## src/hmt_pkg.sv

```systemverilog
// constants, encodings and carriers of the haptic mode and trigger control block
// assumes one 8-bit register port fed by the serial control bus engine
package hmt_pkg;

  // register addresses
  localparam logic [7:0] HMT_ADDR_STATUS = 8'h00;
  localparam logic [7:0] HMT_ADDR_MODE = 8'h01;
  localparam logic [7:0] HMT_ADDR_LIVE = 8'h02;
  localparam logic [7:0] HMT_ADDR_FIRE = 8'h0c;

  // field positions
  localparam int HMT_BIT_SRST = 7;
  localparam int HMT_BIT_STBY = 6;
  localparam int HMT_BIT_OUTCOME = 3;
  localparam int HMT_BIT_FIRE = 0;
  localparam int HMT_MODE_MSB = 2;

  // reset values
  localparam logic HMT_SRST_RST = 1'b0;
  localparam logic HMT_STBY_RST = 1'b1;
  localparam logic [7:0] HMT_LIVE_RST = 8'h00;
  localparam logic [7:0] HMT_RDATA_RST = 8'h00;
  localparam logic [8:0] HMT_LEVEL_IDLE = 9'h000;

  // operating modes, documented encodings
  typedef enum logic [2:0] {
    HMT_MODE_INT = 3'h0,
    HMT_MODE_EDGE = 3'h1,
    HMT_MODE_LEVEL = 3'h2,
    HMT_MODE_PWM = 3'h3,
    HMT_MODE_AUDIO = 3'h4,
    HMT_MODE_LIVE = 3'h5,
    HMT_MODE_DIAG = 3'h6,
    HMT_MODE_CAL = 3'h7
  } hmt_mode_e;

  // drive source handed to the output stage
  typedef enum logic [2:0] {
    HMT_SRC_NONE = 3'h0,
    HMT_SRC_LIBRARY = 3'h1,
    HMT_SRC_PWM = 3'h2,
    HMT_SRC_ANALOG = 3'h3,
    HMT_SRC_AUDIO = 3'h4,
    HMT_SRC_LIVE = 3'h5,
    HMT_SRC_DIAG = 3'h6,
    HMT_SRC_CAL = 3'h7
  } hmt_src_e;

  // one register access, at most one of wr and rd per cycle
  typedef struct packed {
    logic wr;
    logic rd;
    logic [7:0] addr;
    logic [7:0] wdata;
  } hmt_req_s;

  // read answer
  typedef struct packed {
    logic valid;
    logic [7:0] data;
  } hmt_rsp_s;

endpackage

```

## src/hmt_trig_sync.sv

```systemverilog
// trigger pin synchroniser with level and edge pulses
// assumes an asynchronous pin; all outputs come from flip-flops
`timescale 1ns/1ps
`default_nettype none
module hmt_trig_sync (
  // clock and reset
  input wire logic clk_sys_i,
  input wire logic sys_rst_i,
  // pin
  input wire logic pin_i,
  // synchronised view
  output logic level_o,
  output logic rise_o,
  output logic fall_o
);
  logic meta_q;
  logic sync_q;
  logic level_d;
  logic rise_d;
  logic fall_d;

  always_comb begin
    level_d = sync_q;
    rise_d = sync_q & ~level_o;
    fall_d = ~sync_q & level_o;
  end

  always_ff @(posedge clk_sys_i or posedge sys_rst_i) begin
    if (sys_rst_i) begin
      meta_q <= 1'b0;
      sync_q <= 1'b0;
      level_o <= 1'b0;
      rise_o <= 1'b0;
      fall_o <= 1'b0;
    end else begin
      meta_q <= pin_i;
      sync_q <= meta_q;
      level_o <= level_d;
      rise_o <= rise_d;
      fall_o <= fall_d;
    end
  end
endmodule
`default_nettype wire

```

## src/hmt_mode_ctrl.sv

```systemverilog
// mode register, fire bit and trigger handling of a haptic actuator driver
// assumes a register port from the serial bus engine and a routine engine
// that reports completion of playback, diagnostic and calibration
`timescale 1ns/1ps
`default_nettype none
module hmt_mode_ctrl
  import hmt_pkg::*;
(
  // clock and reset
  input wire logic clk_sys_i,
  input wire logic sys_rst_i,
  // register port
  input wire hmt_req_s req_i,
  output hmt_rsp_s rsp_o,
  // trigger pin and option bits held elsewhere
  input wire logic trigger_input_pin_i,
  input wire logic analog_select_i,
  input wire logic ac_coupling_enable_i,
  input wire logic live_value_signedness_i,
  // routine engine
  input wire logic routine_done_i,
  input wire logic routine_fail_i,
  // control towards the drive path
  output logic fire_o,
  output logic start_o,
  output logic cancel_o,
  output logic standby_o,
  output hmt_src_e drive_src_o,
  output logic [8:0] drive_level_o
);
  logic trig_level;
  logic trig_rise;
  logic trig_fall;

  logic srst_q, srst_d;
  logic stby_q, stby_d;
  hmt_mode_e mode_q, mode_d;
  logic [7:0] live_q, live_d;
  logic fire_q, fire_d;
  logic outcome_q, outcome_d;
  logic start_d, cancel_d;
  hmt_src_e src_d;
  logic [8:0] level_d;
  hmt_rsp_s rsp_d;

  logic wr_mode, wr_live, wr_fire, rd_status;
  logic routine_mode;

  hmt_trig_sync u_trig (
    .clk_sys_i(clk_sys_i),
    .sys_rst_i(sys_rst_i),
    .pin_i(trigger_input_pin_i),
    .level_o(trig_level),
    .rise_o(trig_rise),
    .fall_o(trig_fall)
  );

  always_comb begin
    wr_mode = req_i.wr && (req_i.addr == HMT_ADDR_MODE);
    wr_live = req_i.wr && (req_i.addr == HMT_ADDR_LIVE);
    wr_fire = req_i.wr && (req_i.addr == HMT_ADDR_FIRE);
    rd_status = req_i.rd && (req_i.addr == HMT_ADDR_STATUS);
    routine_mode = (mode_q == HMT_MODE_DIAG) || (mode_q == HMT_MODE_CAL);
  end

  // register and fire state
  always_comb begin
    srst_d = srst_q;
    stby_d = stby_q;
    mode_d = mode_q;
    live_d = live_q;
    fire_d = fire_q;
    outcome_d = outcome_q;
    start_d = 1'b0;
    cancel_d = 1'b0;
    if (srst_q) begin
      // acts like a power cycle: playback aborted, defaults restored
      srst_d = HMT_SRST_RST;
      stby_d = HMT_STBY_RST;
      mode_d = HMT_MODE_INT;
      live_d = HMT_LIVE_RST;
      fire_d = 1'b0;
      outcome_d = 1'b0;
      cancel_d = fire_q;
    end else begin
      if (rd_status) begin
        outcome_d = 1'b0;
      end
      if (wr_mode) begin
        srst_d = req_i.wdata[HMT_BIT_SRST];
        stby_d = req_i.wdata[HMT_BIT_STBY];
        mode_d = hmt_mode_e'(req_i.wdata[HMT_MODE_MSB:0]);
      end
      if (wr_live) begin
        live_d = req_i.wdata;
      end
      if (wr_fire) begin
        if (req_i.wdata[HMT_BIT_FIRE] && !fire_q && !stby_q) begin
          fire_d = 1'b1;
          start_d = 1'b1;
        end else if (!req_i.wdata[HMT_BIT_FIRE] && fire_q) begin
          fire_d = 1'b0;
          cancel_d = 1'b1;
        end
      end else if (mode_q == HMT_MODE_EDGE && !stby_q) begin
        if (trig_rise && !fire_q) begin
          fire_d = 1'b1;
          start_d = 1'b1;
        end else if (trig_rise && fire_q) begin
          fire_d = 1'b0;
          cancel_d = 1'b1;
        end
      end else if (mode_q == HMT_MODE_LEVEL && !stby_q) begin
        if (trig_rise && !fire_q) begin
          fire_d = 1'b1;
          start_d = 1'b1;
        end else if (trig_fall && fire_q) begin
          fire_d = 1'b0;
          cancel_d = 1'b1;
        end
      end
      if (routine_done_i && fire_q && !start_d && !cancel_d) begin
        fire_d = 1'b0;
        if (routine_mode) begin
          outcome_d = routine_fail_i;
        end
      end
    end
  end

  // drive source, drive level and read answer
  always_comb begin
    src_d = HMT_SRC_NONE;
    level_d = HMT_LEVEL_IDLE;
    if (!stby_q && !srst_q) begin
      unique case (mode_q)
        HMT_MODE_INT, HMT_MODE_EDGE, HMT_MODE_LEVEL: src_d = fire_q ? HMT_SRC_LIBRARY : HMT_SRC_NONE;
        HMT_MODE_PWM: src_d = analog_select_i ? HMT_SRC_ANALOG : HMT_SRC_PWM;
        HMT_MODE_AUDIO: src_d = HMT_SRC_AUDIO;
        HMT_MODE_LIVE: begin
          src_d = HMT_SRC_LIVE;
          level_d = live_value_signedness_i ? {1'b0, live_q} : {live_q[7], live_q};
        end
        HMT_MODE_DIAG: src_d = fire_q ? HMT_SRC_DIAG : HMT_SRC_NONE;
        HMT_MODE_CAL: src_d = fire_q ? HMT_SRC_CAL : HMT_SRC_NONE;
      endcase
    end
    rsp_d.valid = req_i.rd;
    rsp_d.data = HMT_RDATA_RST;
    if (req_i.rd) begin
      unique case (req_i.addr)
        HMT_ADDR_STATUS: rsp_d.data[HMT_BIT_OUTCOME] = outcome_q;
        HMT_ADDR_MODE: begin
          rsp_d.data[HMT_BIT_SRST] = srst_q;
          rsp_d.data[HMT_BIT_STBY] = stby_q;
          rsp_d.data[HMT_MODE_MSB:0] = mode_q;
        end
        HMT_ADDR_LIVE: rsp_d.data = live_q;
        HMT_ADDR_FIRE: rsp_d.data[HMT_BIT_FIRE] = fire_q;
        default: rsp_d.data = HMT_RDATA_RST;
      endcase
    end
  end

  always_ff @(posedge clk_sys_i or posedge sys_rst_i) begin
    if (sys_rst_i) begin
      srst_q <= HMT_SRST_RST;
      stby_q <= HMT_STBY_RST;
      mode_q <= HMT_MODE_INT;
      live_q <= HMT_LIVE_RST;
      fire_q <= 1'b0;
      outcome_q <= 1'b0;
      start_o <= 1'b0;
      cancel_o <= 1'b0;
      drive_src_o <= HMT_SRC_NONE;
      drive_level_o <= HMT_LEVEL_IDLE;
      rsp_o <= '0;
    end else begin
      srst_q <= srst_d;
      stby_q <= stby_d;
      mode_q <= mode_d;
      live_q <= live_d;
      fire_q <= fire_d;
      outcome_q <= outcome_d;
      start_o <= start_d;
      cancel_o <= cancel_d;
      drive_src_o <= src_d;
      drive_level_o <= level_d;
      rsp_o <= rsp_d;
    end
  end

  always_comb begin
    fire_o = fire_q;
    standby_o = stby_q;
  end

  logic quiet;
  logic host_go;
  always_comb begin
    quiet = !srst_q && !req_i.wr && !routine_done_i && !stby_q;
    host_go = wr_fire && req_i.wdata[HMT_BIT_FIRE];
  end
endmodule
`default_nettype wire

```

## config.mk

```make
export PLATFORM = sky130hd
export DESIGN_NAME = hmt_mode_ctrl
export DESIGN_NICKNAME = d
export VERILOG_FILES = /design/src/hmt_pkg.sv /design/src/hmt_trig_sync.sv /design/src/hmt_mode_ctrl.sv
export SDC_FILE = /design/constraint.sdc
export NUM_CORES = 1
export LEC_CHECK = 0
export BUFFER_PORTS_ARGS = -buffer_cell sky130_fd_sc_hd__buf_2
export CAP_MARGIN = 10
export CORE_MARGIN = 2
export CORE_UTILIZATION = 45
export CTS_CLUSTER_DIAMETER = 40
export DETAILED_ROUTE_END_ITERATION = 6
export PLACE_DENSITY_LB_ADDON = 0.08
export REMOVE_ABC_BUFFERS = 1
export SLEW_MARGIN = 20
export SYNTH_ARGS = -nofsm -noshare
export SYNTH_HDL_FRONTEND = slang
export SYNTH_SLANG_ARGS = --single-unit
```

## constraint.sdc

```tcl
create_clock -name clk_sys_i -period 1.7 [get_ports clk_sys_i]
set_clock_uncertainty 0.2 [all_clocks]
set_input_delay 0.34 -clock clk_sys_i [delete_from_list [all_inputs] [get_ports clk_sys_i]]
set_output_delay 0.34 -clock clk_sys_i [all_outputs]
set_load 0.005 [all_outputs]
```

Yosys cells after proc, flatten, opt, wreduce, memory -nomap -nowiden
Index checks and enable logic that the tools add are counted.

storage, ports and cells
  bits in latches = 0
  logic and storage cells = 120
  input port bits = 26
  memory bits (writable) = 0
  memories kept = 0
  register bits = 43
  bits in read-only memories = 0

cells by class
  multiplexer cells = 56
  shift operators = 0
  multipliers = 0
  add/subtract/negate cells = 0
  equal/unequal tests = 12
  bitwise operators = 4
  div/mod/pow operators = 0
  order comparisons = 0
  reduce and logical (&&, ||, !) cells = 31

operators by type and width
  operator                                                               count
  1-bit two-way mux                                                      39
  9-bit two-way mux                                                      3
  8-bit two-way mux                                                      3
  3-bit case mux with 6 select lines                                     1
  1-bit logical AND                                                      16
  3-bit two-way mux                                                      5
  3-bit equality test, second input constant                             4
  8-bit by 1-bit equality test with 1-bit output, second input constant  1
  8-bit by 2-bit equality test with 1-bit output, second input constant  1
  8-bit by 4-bit equality test with 1-bit output, second input constant  1
  8-bit zero test                                                        1
  2-bit case mux with 2 select lines                                     2
  3-bit by 2-bit equality test with 1-bit output, second input constant  2
  1-bit zero test                                                        6
  6-bit by 3-bit != test with 1-bit output, second input constant        1
  6-bit nonzero test                                                     1
  5-bit by 2-bit != test with 1-bit output, second input constant        1
  5-bit nonzero test                                                     1
  4-bit AND reduction                                                    1
  2-bit nonzero test                                                     2
  3-bit by 1-bit equality test with 1-bit output, second input constant  1
  3-bit zero test                                                        1
  1-bit case mux with 3 select lines                                     1
  3-bit OR reduction                                                     1
  5 further kinds                                                        7

Logic depth before layout (Yosys ltp)
Gate-level depths: netlist of run 1.

  word-level depth = 12
  mapped depth = 5
  depth with buffers taken out = 4

Modules after synthesis
Synthesis of run 1 repeated with hierarchy kept, for this count alone.

unflattened totals
  cell total of the unflattened synthesis = 148
  area total of the unflattened synthesis = 1,761.7 sq um

by module, submodules not included
  module         sequential area each (sq um)  instances  cells each  area an instance (sq um)
  hmt_mode_ctrl  952.2                         1          140         1,617.8
  hmt_trig_sync  125.1                         1          8           143.9

Worst setup path after synthesis of run 1
No wires, ideal clock.

  path kind = input-to-reg
  from = input req_i[13] (netlist name)
  to = register fire_q, in the netlist fire_o
  library setup time = 120 ps
  cell stages on the path = 4
  arrival = 1,581 ps
  path slack = -201 ps
  cell sequence = or4_4 or3_1 mux2i_1 o211a_1

on the way
  cells in the longest elaborated chain, start to end = 9
  elaborated cells between the ends (all ways) = 18
  those cells by class = eq/ne (3); mux (7); reduce/logical (8)

ends and longest elaborated chain
  element                                                                            RTL line              RTL
  start, declared                                                                    hmt_mode_ctrl.sv:13   input wire hmt_req_s req_i,
  8-bit by 4-bit equality test with 1-bit output *                                   hmt_mode_ctrl.sv:61   wr_fire = req_i.wr && (req_i.addr == HMT_ADDR_FIRE);
  1-bit logical AND *                                                                hmt_mode_ctrl.sv:61
  1-bit two-way mux                                                                  hmt_mode_ctrl.sv:97   if (wr_fire) begin
  1-bit two-way mux                                                                  hmt_mode_ctrl.sv:76   if (srst_q) begin
  1-bit zero test                                                                    hmt_mode_ctrl.sv:122  if (routine_done_i && fire_q && !start_d && !cancel_d) begin
  1-bit logical AND (2 in series)                                                    hmt_mode_ctrl.sv:122
  6-bit by 3-bit != test with 1-bit output (no source line) (tied with other cells)  -
  4-bit AND reduction (no source line) / 1-bit two-way mux (equally long branches)   -
  end signal, assigned                                                               hmt_mode_ctrl.sv:183  fire_q <= fire_d;
  end, declared                                                                      hmt_mode_ctrl.sv:39   logic fire_q, fire_d;

Every way passes the cells marked *; elsewhere a longest branch is shown, timed or not. The select of a mux whose other input is x is not followed.
A chain may end at the register's enable or synchronous reset.

Worst setup path in the final report of run 1
Same ends and word-level chain as after synthesis.

==> flow_metrics.env, run 1 <==
export IMPL_yosysUniqueCellTypes=33
export IMPL_post_place_cells=252
export IMPL_clkPwrFrac_pct=43.5
export IMPL_wl_per_cell_um=13.9
export IMPL_min_from="req_i[5]"
export IMPL_viasPerCell=5.16
export IMPL_place_congestion=0.837
export IMPL_die_w_um=66.2
export IMPL_post_cts_buffers=0
export IMPL_io_pins=51
export IMPL_maxCapViolCount=0
export IMPL_clk_path_buf_depth=2
export IMPL_hold_ws_ns=0.0904
export IMPL_status="complete, but fails checks"
export IMPL_period_share_pct=103
export IMPL_grt_overflow_total=0
export IMPL_core_area_sq_um=3690
export IMPL_ir_drop_v=0.000612
export IMPL_power_density_nw_per_um2=909
export IMPL_cts_sinks=43
export IMPL_power_frac_comb_pct=6.8
export IMPL_numCtsBuffers=5
export IMPL_dp_slack_ns=-0.372
export IMPL_syn_area_per_cell_sq_um=12.0
export IMPL_area_growth_pct=35.9
export IMPL_clk_pin_slew_ns=0.08
export IMPL_final_setup_tns_ns=-0.0831
export IMPL_crit_required_ns=1.69
export IMPL_p_sw_mw=0.445
export IMPL_ff2ff_path_depth=4
export IMPL_yosys_warnings=0
export IMPL_slew_violations=0
export IMPL_r2r_start="mode_q[1]"
export IMPL_worst_pin_slew_ns=0.369
export IMPL_p_seq_share_pct=49.7
export IMPL_antenna_found_initial=0
export IMPL_hp_class="primary input to flop"
export IMPL_ys_ff_latch=43
export IMPL_grt_pass1_wl_mm=6.09
export IMPL_grt_max_degree=44
export IMPL_maxSlewHeadroom_pct=75.4
export IMPL_synth_cells=145
export IMPL_rrSetupSlack_ns=0.17
export IMPL_drive_gt1_share_pct=38.4
export IMPL_setup_slack_ns=-0.0558
export IMPL_synth_ff_type="dfrtp_1"
export IMPL_io_buffers=49
export IMPL_num_rows=22
export IMPL_start_util_pct=47.2
export IMPL_drt_iter0_markers=60
export IMPL_die_y_um=66.2
export IMPL_drt_antenna_violating_nets=0
export IMPL_vias=1363
export IMPL_fin_total_pwr_mw=2.15
export IMPL_synth_edf_count=0
export IMPL_die_area_sq_um=4380
export IMPL_synth_seq_area_share_pct=61.9
export IMPL_cp_arrival_ns=1.74
export IMPL_cp_start_kind="primary input"
export IMPL_hold_path_cell_count=3
export IMPL_leakage_nw=1.31
export IMPL_routed_wl_mm=3.68
export IMPL_final_cell_count_no_fill=264
export IMPL_rsz0062_at_grt="yes"
export IMPL_intPower_mw=1.71
export IMPL_n_antenna_cell=0
export IMPL_cp_max_fo=2
export IMPL_setup_viol=2
export IMPL_dr_pass1_iters=4
export IMPL_swShare_pct=20.7
export IMPL_fmax_mhz=570
export IMPL_min_period_ns=1.76
export IMPL_reg2reg_to="start_o"
export IMPL_cts_max_level=2
export IMPL_final_nets=241
export IMPL_drcViolationCount=0
export IMPL_violations="setup timing"
export IMPL_async_flop_share_pct=100
export IMPL_grt_pass1_vias=1364
export IMPL_dp_hpwl_mm=2.56
export IMPL_grtUsageTotal_pct=18.9
export IMPL_hold_viol_final=0
export IMPL_end_kind="flop"
export IMPL_ctsRootBufferMaster="clkbuf_8"
export IMPL_tritoncts="built"
export IMPL_crit_type="primary input to flop"
export IMPL_min_to="live_q[5]"
export IMPL_mappedNetlistArea_sq_um=1740
export IMPL_clock_latency_ns=0.29
==> cells in the final DEF, fill, tap and decap left out, types with 2 or more instances in the layout <==
master / instances
buf_6: 2
nand2_1: 4
nor3_1: 5
nor2b_1: 6
clkbuf_8: 5
and2_1: 10
dlygate4sd3_1: 4
nand4_1: 3
nor3b_1: 2
bufinv_16: 2
o211a_1: 2
a22o_1: 5
buf_2: 47
dfrtp_1: 42
mux2i_1: 12
nor2_1: 15
buf_4: 16
nand3b_1: 3
nand2b_1: 2
a21oi_1: 3
o21ai_0: 2
nand3_1: 3
==> final cells by class <==
cell class | instances | area, sq um
clock buffers | 5 | 68.8
flip-flops and latches | 43 | 1080
repair buffers | 70 | 438
fillers | 329 | 1320
well taps | 48 | 60.1
inverters | 2 | 7.51
clock inverters | 3 | 67.6
multi-input cells | 93 | 648
==> logic make-up (layout without fill, tap and decap cells) <==
group | Yosys count | in the layout | synth area share [%]
and+or+nand+nor | 62 | 62 | 20.8
AOI/OAI and AO/OA | 17 | 17 | 7.40
buffers and inverters | 9 | 80 | 1.94
muxes | 13 | 13 | 7.47
xor gates and xnor gates | 1 | 1 | 0.503
DFF | 43 | 43 | 61.9
==> Yosys cell counts (3+ instances only) <==
master / number / area, sq um
nor2_1: 16 / 60.1
dfrtp_1: 42 / 1050
a22o_1: 5 / 43.8
nand3_1: 3 / 15.0
nand2_1: 4 / 15.0
nor2b_1: 6 / 37.5
a21oi_1: 3 / 15.0
nand3b_1: 3 / 22.5
mux2i_1: 13 / 130
nand4_1: 3 / 18.8
clkbuf_1: 7 / 26.3
and2_1: 10 / 62.6
nor3_1: 5 / 25.0
==> metal layers <==
| metal | track usage [%] | wire length (um) | up-vias |
|---|---|---|---|
| met4 | 8.16 | 62 | 0 |
| met3 | 5.11 | 246 | 5 |
| li1 | - | - | 646 |
| met1 | 22.9 | 1540 | 657 |
| met5 | 0 | 0 | - |
| met2 | 31.5 | 1830 | 55 |
==> repair_timing <==
action,4_1_cts,5_1_grt
endpoints found under the setup margin,2,4
gates resized for setup,2,6
endpoints found under the hold margin,45,0
pin swaps,1,0
hold buffers,4,0
==> how the worst max path moves through the flow <==
stage                    from       to  slack (ns)
floorplan           req_i[13]   fire_o       -0.20
CTS                 req_i[13]   fire_o       -0.02
finish              req_i[13]   fire_o       -0.06
global placement    req_i[13]   fire_o       -0.32
global route        req_i[13]  start_o       -0.08
detailed placement  req_i[13]   fire_o       -0.37
==> power groups by stage <==
| stage | combinational, mW | clock (mW) | sequential, mW |
|---|---|---|---|
| after global placement | 0.132 | 0 | 1.09 |
| after detailed placement | 0.137 | 0 | 1.09 |
| after global routing | 0.164 | 0.995 | 1.07 |
| after CTS | 0.146 | 0.959 | 1.07 |
| final | 0.146 | 0.936 | 1.07 |
| after floorplan | 0.0526 | 0 | 1.09 |
==> critical path, stage by stage <==
cell and delay [ns]:
buf_6 0.09, or4_4 0.53, or3_4 0.40, mux2i_2 0.16
o211a_1 0.22
==> flip-flops by register name (all words and copies together), names as in the netlist <==
register        count
drive_level_o       9
rsp_o               9
live_q              8
drive_src_o         3
mode_q              3
cancel_o            1
fire_o              1
outcome_q           1
srst_q              1
standby_o           1
start_o             1
u_trig.fall_o       1
u_trig.level_d      1
u_trig.level_o      1
u_trig.meta_q       1
u_trig.rise_o       1
==> metrics by stage <==
stage / cell area [sq um] / utilization, %
finish: 2370 / 64.2
global route: 2370 / 64.2
CTS: 2350 / 63.7
detailed placement: 2160 / 58.6
global placement: 2160 / 58.6
floorplan: 1720 / -
(Power assumes the default switching activity.)
==> run 2, diff against run 1 <==
- CORE_UTILIZATION: 45 -> 50
- CTS_CLUSTER_SIZE: default -> 24
- SKIP_CTS_REPAIR_TIMING: default -> 1
==> run 2 against run 1 <==
The flow now finishes without violations; setup slack better by 0.078 ns; count of clock-buffer cells in the layout up 1; largest cell class unchanged; sequential share of layout area up 2.0 points; combinational power about the same; clock power down 49%; critical endpoint unchanged.
==> flow_metrics.env, run 2 (same netlist as run 1, synthesis figures left out) <==
export IMPL_min_period_ns=1.68
export IMPL_crit_required_ns=1.74
export IMPL_cts_max_level=2
export IMPL_io_buffers=49
export IMPL_routed_wl_mm=3.65
export IMPL_numCtsBuffers=5
export IMPL_antenna_found_initial=0
export IMPL_maxCapViolCount=0
export IMPL_final_nets=242
export IMPL_grt_max_degree=23
export IMPL_area_growth_pct=30.3
export IMPL_num_rows=21
export IMPL_grt_overflow_total=0
export IMPL_worst_pin_slew_ns=0.581
export IMPL_clk_path_buf_depth=2
export IMPL_drcViolationCount=0
export IMPL_ir_drop_v=0.000407
export IMPL_crit_path_cell_trace="buf_2, or4_4, or3_4, mux2i_1, o211a_1"
export IMPL_hold_viol_final=0
export IMPL_grt_pass1_vias=1363
export IMPL_critPathTopFamily="simple AND/OR/NAND/NOR gates"
export IMPL_clk_pin_slew_ns=0.12
export IMPL_min_from="req_i[5]"
export IMPL_core_area_sq_um=3340
export IMPL_final_setup_tns_ns=0
export IMPL_fmax_mhz=596
export IMPL_cp_max_fo=2
export IMPL_ctsRootBufferMaster="clkbuf_4"
export IMPL_place_congestion=0.736
export IMPL_clock_latency_ns=0.34
export IMPL_drt_iter0_markers=65
export IMPL_mostFrequentLayoutCells="49 x buf_2, 41 x dfrtp_1, 16 x nor2_1, 16 x buf_4, 13 x mux2i_1"
export IMPL_vias=1356
export IMPL_maxSlewHeadroom_pct=61.0
export IMPL_setup_viol=0
export IMPL_drive_gt1_share_pct=36.9
export IMPL_period_share_pct=98.7
export IMPL_crit_type="primary input to flop"
export IMPL_end_kind="flop"
export IMPL_grt_pass1_wl_mm=6.22
export IMPL_cp_arrival_ns=1.72
export IMPL_grtUsageTotal_pct=20.1
export IMPL_die_area_sq_um=3970
export IMPL_slew_violations=0
export IMPL_final_common_cell="buf_2"
export IMPL_dr_pass1_iters=4
export IMPL_cp_slowest_stage_delay_ns=0.53
export IMPL_dp_hpwl_mm=2.64
export IMPL_die_w_um=63.0
export IMPL_cp_start_kind="primary input"
export IMPL_dp_slack_ns=-0.360
export IMPL_cpMaxStageDelayCell="or4_4"
export IMPL_setup_slack_ns=0.0217
export IMPL_wl_per_cell_um=13.9
export IMPL_drt_antenna_violating_nets=0
export IMPL_hp_class="primary input to flop"
export IMPL_io_pins=51
export IMPL_tritoncts="built"
export IMPL_power_density_nw_per_um2=745
export IMPL_viasPerCell=5.16
export IMPL_leakage_nw=1.28
export IMPL_cts_sinks=43
export IMPL_fillerInstances=265
export IMPL_reg_top3="drive_level_o x9, rsp_o x9, live_q x8"
export IMPL_r2r_start="standby_o"
export IMPL_start_util_pct=52.2
export IMPL_startpoint="req_i[13]"
export IMPL_crit_buf_inv=1
export IMPL_die_y_um=63.0
export IMPL_status="finished clean"
export IMPL_n_antenna_cell=0
## run 2: power by group
part           leakage [nW]  switching (mW)  internal (mW)
Clock                0.0282           0.314          0.160
Sequential            0.582          0.0260           1.05
Combinational         0.670          0.0688         0.0747
Total                  1.28           0.409           1.28
## run 2: layer usage
| layer | vias up | track usage [%] | routed length, um | share of wire (%) |
|---|---|---|---|---|
| li1 | 653 | - | - | - |
| met1 | 662 | 26.6 | 1590 | 44 |
| met2 | 36 | 33.5 | 1850 | 51 |
| met3 | 5 | 3.78 | 161 | 4.4 |
| met4 | 0 | 6.67 | 42 | 1.2 |
| met5 | - | 0 | 0 | 0 |
## run 2: tightest hold or removal path: stages
cell and delay, ns:
buf_2 0.08, mux2i_1 0.05, nor2_1 0.08
## run 2: worst paths after layout
kind | to | slack (ns) | depth (start not counted)
min in group asynchronous | live_q[0] | 0.31 | 3
worst min-delay path | live_q[5] | 0.03 | 3
worst max register to register | drive_level_o[1] | 0.14 | 4
worst max-delay path | fire_o | 0.02 | 5
max in group asynchronous | fire_o | 0.48 | 4
worst min register to register | u_trig.level_d | 0.16 | 0
## run 2: layout make-up
class | instances | area [sq um] | area share, %
flip-flops and latches | 43 | 1080 | 47.5
clock inverters | 2 | 12.5 | 0.551
multi-input cells | 93 | 636 | 28.0
repair buffers | 71 | 437 | 19.2
inverters | 2 | 7.51 | 0.331
well taps | 46 | 57.6 | 2.54
clock buffers | 6 | 41.3 | 1.82
## run 2: per-stage QoR
step / instances / hold slack (ns) / power [mW] / util, % / instance area (sq um)
finish: 263 / 0.0311 / 1.69 / 68.0 / 2270
global route: 263 / 0.0347 / 1.79 / 68.0 / 2270
CTS: 259 / -0.237 / 1.70 / 66.5 / 2220
detailed placement: 251 / 0.139 / 1.23 / 64.9 / 2170
global placement: 251 / 0.138 / 1.22 / 64.9 / 2170
floorplan: 138 / 0.131 / 1.14 / - / 1720
==> run 3, diff against run 2 <==
- CORE_MARGIN: 2 -> default
==> run 3 against run 2 <==
Combinational power is essentially flat; routed wire length is 4.4% lower; largest cell class unchanged; non-clock buffer count fell by 2; critical endpoint unchanged.
==> flow_metrics.env, run 3 (same netlist as run 1, synthesis figures left out) <==
export IMPL_setup_slack_ns=0.0210
export IMPL_hold_ws_ns=0.0474
export IMPL_ctsRootBufferMaster="clkbuf_4"
export IMPL_rsz0062_at_grt="yes"
export IMPL_grt_pass1_wl_mm=5.33
export IMPL_status="finished clean"
export IMPL_period_share_pct=98.8
export IMPL_final_nets=240
export IMPL_die_area_sq_um=3720
export IMPL_viasPerCell=5.15
export IMPL_io_buffers=49
export IMPL_cts_sinks=43
export IMPL_final_area_sq_um=2260
export IMPL_crit_type="primary input to flop"
export IMPL_antenna_found_initial=0
export IMPL_min_to="live_q[4]"
export IMPL_reg2reg_to="drive_level_o[8]"
export IMPL_area_growth_pct=29.8
export IMPL_maxSlewHeadroom_pct=77.7
export IMPL_drcViolationCount=0
export IMPL_slew_violations=0
export IMPL_core_area_sq_um=3340
export IMPL_io_pins=51
export IMPL_cp_max_fo=2
export IMPL_place_congestion=0.762
export IMPL_setup_viol=0
export IMPL_drt_antenna_violating_nets=0
export IMPL_r2r_start="srst_q"
export IMPL_worst_pin_slew_ns=0.334
export IMPL_hold_viol_final=0
export IMPL_num_rows=21
export IMPL_vias=1345
export IMPL_grt_max_degree=44
export IMPL_routed_wl_mm=3.49
export IMPL_fillerInstances=292
export IMPL_final_util_pct=67.8
export IMPL_n_antenna_cell=0
export IMPL_die_y_um=61.0
export IMPL_wl_per_cell_um=13.4
export IMPL_start_util_pct=52.2
export IMPL_dr_pass1_iters=4
export IMPL_clk_pin_slew_ns=0.12
export IMPL_ff2ff_path_depth=4
export IMPL_min_period_ns=1.68
export IMPL_die_w_um=61.0
export IMPL_fmax_mhz=596
export IMPL_dp_slack_ns=-0.349
export IMPL_end_kind="flop"
export IMPL_reg_top3="drive_level_o x9, rsp_o x9, live_q x8"
export IMPL_grt_overflow_total=0
export IMPL_grtUsageTotal_pct=19.9
export IMPL_tritoncts="built"
export IMPL_clock_latency_ns=0.34
export IMPL_grt_pass1_vias=1206
export IMPL_rrSetupSlack_ns=0.09
export IMPL_cp_arrival_ns=1.71
export IMPL_hp_class="primary input to flop"
export IMPL_cts_max_level=2
export IMPL_place_area_sq_um=2150
export IMPL_drt_iter0_markers=17
export IMPL_mostFrequentLayoutCells="49 x buf_2, 42 x dfrtp_1, 16 x nor2_1, 15 x buf_4, 13 x mux2i_1"
export IMPL_final_common_cell="buf_2"
export IMPL_numCtsBuffers=5
export IMPL_dp_hpwl_mm=2.44
export IMPL_min_from="req_i[4]"
export IMPL_hold_path_cell_count=3
export IMPL_cp_start_kind="primary input"
export IMPL_crit_required_ns=1.73
export IMPL_power_density_nw_per_um2=742
export IMPL_drive_gt1_share_pct=37.2
export IMPL_maxCapViolCount=0
export IMPL_leakage_nw=1.27
export IMPL_ir_drop_v=0.000559
export IMPL_clk_path_buf_depth=2
run 3: how the worst max path moves through the flow:
stage	from	slack [ns]	end
floorplan	req_i[13]	-0.20	fire_o
finish	req_i[13]	0.02	fire_o
CTS	srst_q	0.01	drive_level_o[8]
detailed placement	req_i[13]	-0.35	fire_o
global placement	req_i[13]	-0.32	fire_o
global route	req_i[13]	-0.0003	fire_o
run 3: through the flow:
stage / power [mW] / instances / TNS (ns)
detailed placement: 1.22 / 249 / -3.78
finish: 1.68 / 261 / 0
CTS: 1.69 / 257 / 0
global route: 1.76 / 261 / -0.000292
global placement: 1.22 / 249 / -3.82
floorplan: 1.14 / 138 / -0.660
run 3: power breakdown:
part | total (mW) | switching (mW) | internal [mW]
Sequential | 1.07 | 0.0235 | 1.05
Clock | 0.467 | 0.307 | 0.160
Combinational | 0.141 | 0.0685 | 0.0720
Total | 1.68 | 0.399 | 1.28
run 3: layout make-up:
class,instances,area [sq um],area share (%)
inverters,2,7.51,0.332
flip-flops and latches,43,1080,47.6
repair buffers,69,418,18.5
clock inverters,2,12.5,0.553
clock buffers,6,41.3,1.83
well taps,46,57.6,2.55
multi-input cells,93,647,28.6
run 3: critical path, cell delays in order:
cell and delay, ns:
buf_2 0.10, or4_4 0.53, or3_4 0.39, mux2i_1 0.14, o211a_1 0.21
run 3: layer usage:
metal	vias to the layer above	GRT usage [%]	share of wire [%]
met5	-	0	0
met4	0	8.12	1.2
met3	5	4.20	4.5
met2	36	34.6	53
met1	661	24.1	42
li1	643	-	-
